**src/csctl_consts.vh**
```
`ifndef CSCTL_CONSTS_VH
`define CSCTL_CONSTS_VH

// ----------------------------------------
// Register offsets
// ----------------------------------------
`define CSCTL_OFS_CONTROL   8'ha0
`define CSCTL_OFS_COUNT_LO  8'ha4
`define CSCTL_CONTROL_RST   8'h00

// ----------------------------------------
// Control field positions
// ----------------------------------------
`define CSCTL_SEL_HI        7
`define CSCTL_SEL_LO        6
`define CSCTL_SWCLK_BIT     5
`define CSCTL_SRC_BIT       4
`define CSCTL_SMODE_BIT     3
`define CSCTL_MODE_HI       2
`define CSCTL_MODE_LO       1
`define CSCTL_EN_BIT        0

// ----------------------------------------
// Counter modes and pin selects
// ----------------------------------------
`define CSCTL_MODE_EVENT    2'h0
`define CSCTL_MODE_PULSE    2'h1
`define CSCTL_MODE_PERIOD   2'h2
`define CSCTL_MODE_CONT     2'h3
`define CSCTL_PIN_INPUT     2'h0
`define CSCTL_PIN_SENSE     2'h1
`define CSCTL_PIN_LOW       2'h2
`define CSCTL_PIN_HIGH      2'h3

// ----------------------------------------
// Divider counts: prescaler in clk cycles, counter divider in source ticks
// ----------------------------------------
`define CSCTL_PRESCALE_DIV  4'h4
`define CSCTL_COUNT_DIV     4'h2

`endif

```
**src/csctl_counter.v**
```verilog
`timescale 1ns/100ps
`include "csctl_consts.vh"

module csctl_counter (
    input  wire       clk,
    input  wire       srst,
    input  wire [7:0] reg_addr,
    input  wire [7:0] reg_wdata,
    input  wire       reg_wr,
    input  wire       reg_rd,
    output reg  [7:0] reg_rdata,
    input  wire       counter_input,
    input  wire       sense_interrupt,
    input  wire       pseudo_random_sequence_output,
    input  wire       slow_32k_clock,
    input  wire       timer_clock_choice,
    input  wire       timer_one_start,
    output wire       prescaled_main_clock,
    output wire       switch_clock_en,
    output wire       sense_counter_tick,
    output wire       timer_one_tick,
    output wire       sense_start,
    output wire       counting,
    output wire       low_counter_output,
    output wire       high_counter_output,
    output reg        pin_out
);

    // ----------------------------------------
    // Local states
    // ----------------------------------------
    localparam [1:0] ST_OFF   = 2'h0;
    localparam [1:0] ST_ARM   = 2'h1;
    localparam [1:0] ST_COUNT = 2'h2;
    localparam [1:0] ST_DONE  = 2'h3;

    // ----------------------------------------
    // Declarations
    // ----------------------------------------
    reg  [7:0]  ctrl_q;
    reg  [1:0]  state_q;
    reg  [1:0]  state_d;
    reg  [15:0] count_q;
    reg  [3:0]  pre_cnt_q;
    reg  [3:0]  div_cnt_q;
    reg         in_s1_q;
    reg         in_s2_q;
    reg         in_prev_q;
    reg         int_s1_q;
    reg         int_s2_q;
    reg         slw_s1_q;
    reg         slw_s2_q;
    reg         slw_prev_q;
    reg         pre_tick_q;
    wire        enable;
    wire        smode;
    wire [1:0]  mode;
    wire [1:0]  pin_sel;
    wire        in_rise;
    wire        in_fall;
    wire        slw_rise;
    wire        src_tick;
    wire        div_tick;
    wire        ctrl_wr;
    wire        rearm;

    // ----------------------------------------
    // Helpers
    // ----------------------------------------
    function [3:0] wrap_inc;
        input [3:0] cur;
        input [3:0] lim;
        begin
            if (cur >= lim - 4'h1) begin
                wrap_inc = 4'h0;
            end else begin
                wrap_inc = cur + 4'h1;
            end
        end
    endfunction

    function is_last;
        input [3:0] cur;
        input [3:0] lim;
        begin
            is_last = (cur >= lim - 4'h1);
        end
    endfunction

    // ----------------------------------------
    // Control fields
    // ----------------------------------------
    assign enable  = ctrl_q[`CSCTL_EN_BIT];
    assign smode   = ctrl_q[`CSCTL_SMODE_BIT];
    assign mode    = ctrl_q[`CSCTL_MODE_HI:`CSCTL_MODE_LO];
    assign pin_sel = ctrl_q[`CSCTL_SEL_HI:`CSCTL_SEL_LO];
    assign ctrl_wr = reg_wr && (reg_addr == `CSCTL_OFS_CONTROL);
    // Writing the control word with enable set re-arms a stopped counter
    assign rearm   = ctrl_wr && reg_wdata[`CSCTL_EN_BIT];

    // ----------------------------------------
    // Register bus
    // ----------------------------------------
    // all eight bits written on every control write
    // Bits 7:1 are not guarded; changing them while enabled is undefined
    always @(posedge clk) begin
        if (srst) begin
            ctrl_q <= `CSCTL_CONTROL_RST;
        end else if (ctrl_wr) begin
            ctrl_q <= reg_wdata;
        end
    end

    // low byte read
    // Writes to the count offset fall through and change nothing
    always @(posedge clk) begin
        if (srst) begin
            reg_rdata <= 8'h00;
        end else if (reg_rd) begin
            case (reg_addr)
                `CSCTL_OFS_CONTROL: begin
                    reg_rdata <= ctrl_q;
                end
                `CSCTL_OFS_COUNT_LO: begin
                    reg_rdata <= count_q[7:0];
                end
                default: begin
                    reg_rdata <= 8'h00;
                end
            endcase
        end else begin
            reg_rdata <= 8'h00;
        end
    end

    // ----------------------------------------
    // Pin synchronisers
    // ----------------------------------------
    always @(posedge clk) begin
        if (srst) begin
            in_s1_q    <= 1'b0;
            in_s2_q    <= 1'b0;
            in_prev_q  <= 1'b0;
            int_s1_q   <= 1'b0;
            int_s2_q   <= 1'b0;
            slw_s1_q   <= 1'b0;
            slw_s2_q   <= 1'b0;
            slw_prev_q <= 1'b0;
        end else begin
            in_s1_q    <= counter_input;
            in_s2_q    <= in_s1_q;
            in_prev_q  <= in_s2_q;
            int_s1_q   <= sense_interrupt;
            int_s2_q   <= int_s1_q;
            slw_s1_q   <= slow_32k_clock;
            slw_s2_q   <= slw_s1_q;
            slw_prev_q <= slw_s2_q;
        end
    end

    assign in_rise  = in_s2_q && !in_prev_q;
    assign in_fall  = !in_s2_q && in_prev_q;
    assign slw_rise = slw_s2_q && !slw_prev_q;

    // ----------------------------------------
    // Prescaled main clock
    // ----------------------------------------
    // free running
    // Runs from reset, so sensing mode can never halt or restart its phase
    always @(posedge clk) begin
        if (srst) begin
            pre_cnt_q  <= 4'h0;
            pre_tick_q <= 1'b0;
        end else begin
            pre_cnt_q  <= wrap_inc(pre_cnt_q, `CSCTL_PRESCALE_DIV);
            pre_tick_q <= is_last(pre_cnt_q, `CSCTL_PRESCALE_DIV);
        end
    end

    assign prescaled_main_clock = pre_tick_q;

    assign switch_clock_en = ctrl_q[`CSCTL_SWCLK_BIT] ?
                             pseudo_random_sequence_output : pre_tick_q;

    // ----------------------------------------
    // Counter clock divider
    // ----------------------------------------
    // divider source
    assign src_tick = ctrl_q[`CSCTL_SRC_BIT] ? pre_tick_q : 1'b1;

    always @(posedge clk) begin
        if (srst || !enable) begin
            div_cnt_q <= 4'h0;
        end else if (src_tick) begin
            div_cnt_q <= wrap_inc(div_cnt_q, `CSCTL_COUNT_DIV);
        end
    end

    assign div_tick = src_tick && smode && enable &&
                      is_last(div_cnt_q, `CSCTL_COUNT_DIV);
    assign sense_counter_tick = div_tick;

    // ----------------------------------------
    // Timer one clock and start
    // ----------------------------------------
    // timer on prescaled in sensing mode
    assign timer_one_tick = smode ? pre_tick_q :
                            (timer_clock_choice ? slw_rise : 1'b1);

    assign sense_start = smode && timer_one_start;

    // ----------------------------------------
    // Counting sequence
    // ----------------------------------------
    always @* begin
        state_d = state_q;
        case (state_q)
            ST_OFF: begin
                if (enable) begin
                    if (mode == `CSCTL_MODE_EVENT ||
                        mode == `CSCTL_MODE_CONT) begin
                        state_d = ST_COUNT;
                    end else begin
                        state_d = ST_ARM;
                    end
                end
            end
            ST_ARM: begin
                if (in_rise) begin
                    state_d = ST_COUNT;
                end
            end
            ST_COUNT: begin
                case (mode)
                    `CSCTL_MODE_EVENT: begin
                        if (int_s2_q) begin
                            state_d = ST_DONE;
                        end
                    end
                    `CSCTL_MODE_PULSE: begin
                        if (in_fall) begin
                            state_d = ST_DONE;
                        end
                    end
                    `CSCTL_MODE_PERIOD: begin
                        if (in_rise) begin
                            state_d = ST_DONE;
                        end
                    end
                    default: begin
                        state_d = ST_COUNT;
                    end
                endcase
            end
            ST_DONE: begin
                if (rearm) begin
                    state_d = ST_OFF;
                end
            end
            default: begin
                state_d = ST_OFF;
            end
        endcase
        if (!enable) begin
            state_d = ST_OFF;
        end
    end

    always @(posedge clk) begin
        if (srst) begin
            state_q <= ST_OFF;
        end else begin
            state_q <= state_d;
        end
    end

    // ----------------------------------------
    // Count register
    // ----------------------------------------
    // zero when disabled
    // stable after stop
    // A re-arm from the stopped state starts a fresh count from zero
    always @(posedge clk) begin
        if (srst || !enable) begin
            count_q <= 16'h0000;
        end else if (state_q == ST_DONE && rearm) begin
            count_q <= 16'h0000;
        end else if (state_q == ST_COUNT && div_tick) begin
            count_q <= count_q + 16'h0001;
        end
    end

    assign counting            = (state_q == ST_COUNT);
    assign low_counter_output  = count_q[7];
    assign high_counter_output = count_q[15];

    // ----------------------------------------
    // Output pin routing
    // ----------------------------------------
    // pin select
    // Registered to keep the pin glitch free while the select changes
    always @(posedge clk) begin
        if (srst) begin
            pin_out <= 1'b0;
        end else begin
            case (pin_sel)
                `CSCTL_PIN_INPUT: begin
                    pin_out <= in_s2_q;
                end
                `CSCTL_PIN_SENSE: begin
                    pin_out <= int_s2_q;
                end
                `CSCTL_PIN_LOW: begin
                    pin_out <= count_q[7];
                end
                `CSCTL_PIN_HIGH: begin
                    pin_out <= count_q[15];
                end
                default: begin
                    pin_out <= 1'b0;
                end
            endcase
        end
    end

endmodule

```
**config.mk**
```make
export PLATFORM = sky130hd
export DESIGN_NAME = csctl_counter
export DESIGN_NICKNAME = d
export VERILOG_FILES = /design/src/csctl_counter.v
export VERILOG_INCLUDE_DIRS = /design/src
export SDC_FILE = /design/constraint.sdc
export NUM_CORES = 1
export LEC_CHECK = 0
export BUFFER_PORTS_ARGS = -buffer_cell sky130_fd_sc_hd__buf_4
export CAP_MARGIN = 20
export CORE_UTILIZATION = 54
export DETAILED_ROUTE_END_ITERATION = 7
export PLACE_DENSITY_LB_ADDON = 0.2
export SETUP_SLACK_MARGIN = 0.3
export SKIP_CTS_REPAIR_TIMING = 1
export SYNTH_ARGS = -nofsm -noshare
export SYNTH_HDL_FRONTEND = slang
export SYNTH_SLANG_ARGS = --single-unit
```
**constraint.sdc**
```tcl
create_clock -name clk -period 2.4 [get_ports clk]
set_clock_uncertainty 0.05 [all_clocks]
set_input_delay 0.36 -clock clk [delete_from_list [all_inputs] [get_ports clk]]
set_output_delay 0.36 -clock clk [all_outputs]
set_load 0.1 [all_outputs]
```
==> impl_results.md <==
- Outcome: finished clean
- Final hold slack: 0.209 ns
- Initial core utilization: 56.7%
- Maximum clock frequency: 471 MHz
- Global-route usage over all layers: 21.7%
- Grt ovf: 0
- Number of distinct library cells after synthesis: 36
- IO Pins: 43
- Post-synth EDFFs: 0
- Type of the tightest min-delay check: primary input to flip-flop
- Antenna violations before repair: 0
- Register bit total from synthesis: 52
- Core region area: 4030 um2
- Post-route clock period utilization: 88.5%
- Worst setup timing slack at the placement stage: 0.183 ns
- Number of DRC markers in iteration 0: 96
- Pwr dens: 504 nW/um2
- Worst-Skew Late Latency: 0.30 ns
- Number of buffers inserted during clock tree synthesis: 5
- Diodes inserted: 0
- Weighted congestion at the end of routability-driven global placement: 0.790
- Fraction of layout cells with a size suffix above 1: 29.7%
- Worst vdd rail ir drop: 0.000384 V
- Required time reported for the critical path endpoint: 2.59 ns
- Data arrival time of the critical path: 2.31 ns
- Met1 Use GR: 28.9%
- Wire length of the first global-routing pass: 7170 um
- Total length of routed wires: 5130 um
- Cell row count: 23
- DP HPWL: 3320 um
- Leakage power summed over all cells: 1.17 nW
- Overall die area: 4490 um2
- Number of global-route vias before repair: 1524
- Worst Setup Slack, final: 0.275 ns
- Share of synthesized flip-flops with an asynchronous set or reset: 0%
- Via count: 1916
- Overall Power: 1.47 mW
- Met2 Track Usage GR: 34.0%
- Antenna-violating nets left: 0
- Final number of setup-violating endpoints: 0
- Final critical path time including I/O delays and setup: 2.12 ns
- Startpoint class of the critical path: flip-flop
- Clock sink count: 52
- Post-route cell area: 2920 um2
- First-pass DRT Iterations: 4
- Least-Margin Pin Slew: 0.523 ns
- Routed len/inst: 15.0 um
- Max-slew headroom at the worst pin: 65.1%
- Final hold violation count: 0
- Number of H-tree levels: 2
- Port bufs: 42
- Cell at the root of the clock tree: sky130_fd_sc_hd__clkbuf_8
- Busiest layer in global routing: met2
- Relative area change from synthesis to final layout: 27.7%
- Die height: 67.0 um
- Total DRC errors in the routed layout: 0
- Post-synth top flop: sky130_fd_sc_hd__dfxtp_1
- Number of warning messages in the yosys log: 0
- Clock edge transition at the registers on the reported setup and hold paths: 0.10 ns
- Nets: 331
- Mapped cell area: 2280 um2
- Met3 Track Usage GR: 5.14%
- Crit Path Max Fanout: 6
- Placed cell areas: 2680 um2
- CTS tree: yes
- Number of vias per cell: 5.59
- Post-Synthesis Mean Instance Area: 9.51 um2
- RSZ-0062 raised after global routing: true
- Number of max-cap violations: 0
- Buffers from clock root to sink, at most: 2
- Summed negative setup slack over all endpoints: 0 ns
- Horizontal die dimension: 67.0 um
- Final max-slew violation count: 0
- Post-Synthesis Cells: 240
- Crit. End Element: flip-flop
- Share of the yosys chip area belonging to registers: 45.6%
- Largest net degree at the start of global routing: 31
- Crit Path Class: flip-flop to flip-flop
-- power breakdown --
group	internal [mW]	total, mW	leakage (nW)	switching (mW)
Sequential	0.872	0.878	0.425	0.00586
Combinational	0.0435	0.0939	0.700	0.0504
Clock	0.210	0.497	0.0418	0.287
-- cell usage after synthesis (4+ instances only) --
cell type	instances	area share (%)
sky130_fd_sc_hd__or4_1	8	2.6
sky130_fd_sc_hd__nor2b_1	11	3.0
sky130_fd_sc_hd__mux2i_1	19	8.3
sky130_fd_sc_hd__nand2_1	15	2.5
sky130_fd_sc_hd__a21oi_1	20	4.4
sky130_fd_sc_hd__clkbuf_1	4	0.66
sky130_fd_sc_hd__nand4_1	4	1.1
sky130_fd_sc_hd__o21ai_0	7	1.5
sky130_fd_sc_hd__o31ai_1	8	2.6
sky130_fd_sc_hd__ha_1	13	7.1
sky130_fd_sc_hd__nand3_1	11	2.4
sky130_fd_sc_hd__or3_1	6	1.6
sky130_fd_sc_hd__inv_1	11	1.8
sky130_fd_sc_hd__nor2_1	20	3.3
sky130_fd_sc_hd__dfxtp_1	52	46
-- cells in the final DEF (no fill, tap or decap), types with 2 or more instances in the layout --
| cell type | n |
|---|---|
| sky130_fd_sc_hd__nand2b_1 | 3 |
| sky130_fd_sc_hd__inv_2 | 3 |
| sky130_fd_sc_hd__nand2_1 | 15 |
| sky130_fd_sc_hd__and4_1 | 2 |
| sky130_fd_sc_hd__mux2_2 | 2 |
| sky130_fd_sc_hd__mux2i_1 | 19 |
| sky130_fd_sc_hd__nand3_1 | 11 |
| sky130_fd_sc_hd__and2_1 | 2 |
| sky130_fd_sc_hd__nor2_1 | 20 |
| sky130_fd_sc_hd__a21oi_2 | 3 |
| sky130_fd_sc_hd__dfxtp_2 | 5 |
| sky130_fd_sc_hd__nor3_1 | 2 |
| sky130_fd_sc_hd__a22o_1 | 2 |
| sky130_fd_sc_hd__o21ai_0 | 7 |
| sky130_fd_sc_hd__or4_4 | 4 |
| sky130_fd_sc_hd__and3_1 | 2 |
| sky130_fd_sc_hd__dfxtp_1 | 46 |
| sky130_fd_sc_hd__ha_4 | 3 |
| sky130_fd_sc_hd__o31ai_1 | 7 |
| sky130_fd_sc_hd__clkbuf_8 | 5 |
| sky130_fd_sc_hd__inv_1 | 8 |
| sky130_fd_sc_hd__or4_1 | 4 |
| sky130_fd_sc_hd__or3_1 | 6 |
| sky130_fd_sc_hd__a21oi_1 | 17 |
| sky130_fd_sc_hd__or4b_4 | 3 |
| sky130_fd_sc_hd__ha_1 | 10 |
| sky130_fd_sc_hd__nor2b_1 | 11 |
| sky130_fd_sc_hd__nand4_1 | 4 |
| sky130_fd_sc_hd__buf_4 | 48 |
| sky130_fd_sc_hd__conb_1 | 2 |
-- routing by layer --
layer / wire length (um) / up-vias / part of all wire [%]
li1: - / 959 / -
met1: 2330 / 885 / 45
met2: 2440 / 68 / 48
met3: 307 / 4 / 6.0
met4: 55 / 0 / 1.1
met5: 0 / - / 0
-- state kept, by name, indices dropped and copies added (netlist names) --
signal,count
in_prev_q,1
slw_s2_q,1
in_s1_q,1
state_q,2
slw_s1_q,1
pin_out,1
in_s2_q,1
prescaled_main_clock,1
pre_cnt_q,4
slw_prev_q,1
div_cnt_q,4
count_q,16
reg_rdata,8
int_s1_q,1
int_s2_q,1
ctrl_q,8
-- cells by family (layout without fill, tap and decap cells) --
group           after synthesis  in the layout  share of synthesized area [%]
flops                        52             52                           45.6
xor+xnor                      1              1                          0.384
simple gates                 93             95                           23.0
other cells                   1              2                          0.164
fa+ha+maj                    13             13                           7.12
compound gates               39             39                           9.92
buf+inv                      19             69                           3.56
mux                          22             22                           10.3
-- metrics by stage --
stage / std cells / util, %
2_1_floorplan: 241 / -
3_3_place_gp: 327 / 66.6
3_5_place_dp: 327 / 66.6
4_1_cts: 335 / 68.8
5_1_grt: 343 / 72.4
6_report: 343 / 72.4
-- final timing paths --
| path | to | slack [ns] | depth (start not counted) | start |
|---|---|---|---|---|
| worst max-delay path | count_q[12]$_SDFFE_PP0P_ | 0.28 | 7 | div_cnt_q[1]$_SDFFE_PP0N_ |
| worst min register to register | pre_cnt_q[0]$_SDFF_PP0_ | 0.38 | 1 | pre_cnt_q[0]$_SDFF_PP0_ |
| worst max register to register | count_q[12]$_SDFFE_PP0P_ | 0.28 | 7 | div_cnt_q[1]$_SDFFE_PP0N_ |
| worst min-delay path | in_s1_q$_SDFF_PP0_ | 0.21 | 2 | counter_input |
-- cell type report --
cell class	count	area (um2)
Clock buffer	6	72.6
Clock inverter	2	16.3
Fill cell	309	1110
Inverter	11	41.3
Multi-Input combinational cell	172	1280
Sequential cell	52	1050
Tap cell	50	62.6
Timing Repair Buffer	50	392
-- worst max-delay path: stages, from the launching register on --
cell and delay (ns):
sky130_fd_sc_hd__dfxtp_2 0.35, sky130_fd_sc_hd__inv_2 0.06, sky130_fd_sc_hd__ha_4 0.15, sky130_fd_sc_hd__nor4b_4 0.15, sky130_fd_sc_hd__buf_4 0.15, sky130_fd_sc_hd__or4b_4 0.51
sky130_fd_sc_hd__or4_1 0.48, sky130_fd_sc_hd__a21oi_1 0.15
Note: power is estimated with default switching activity, not from simulation.
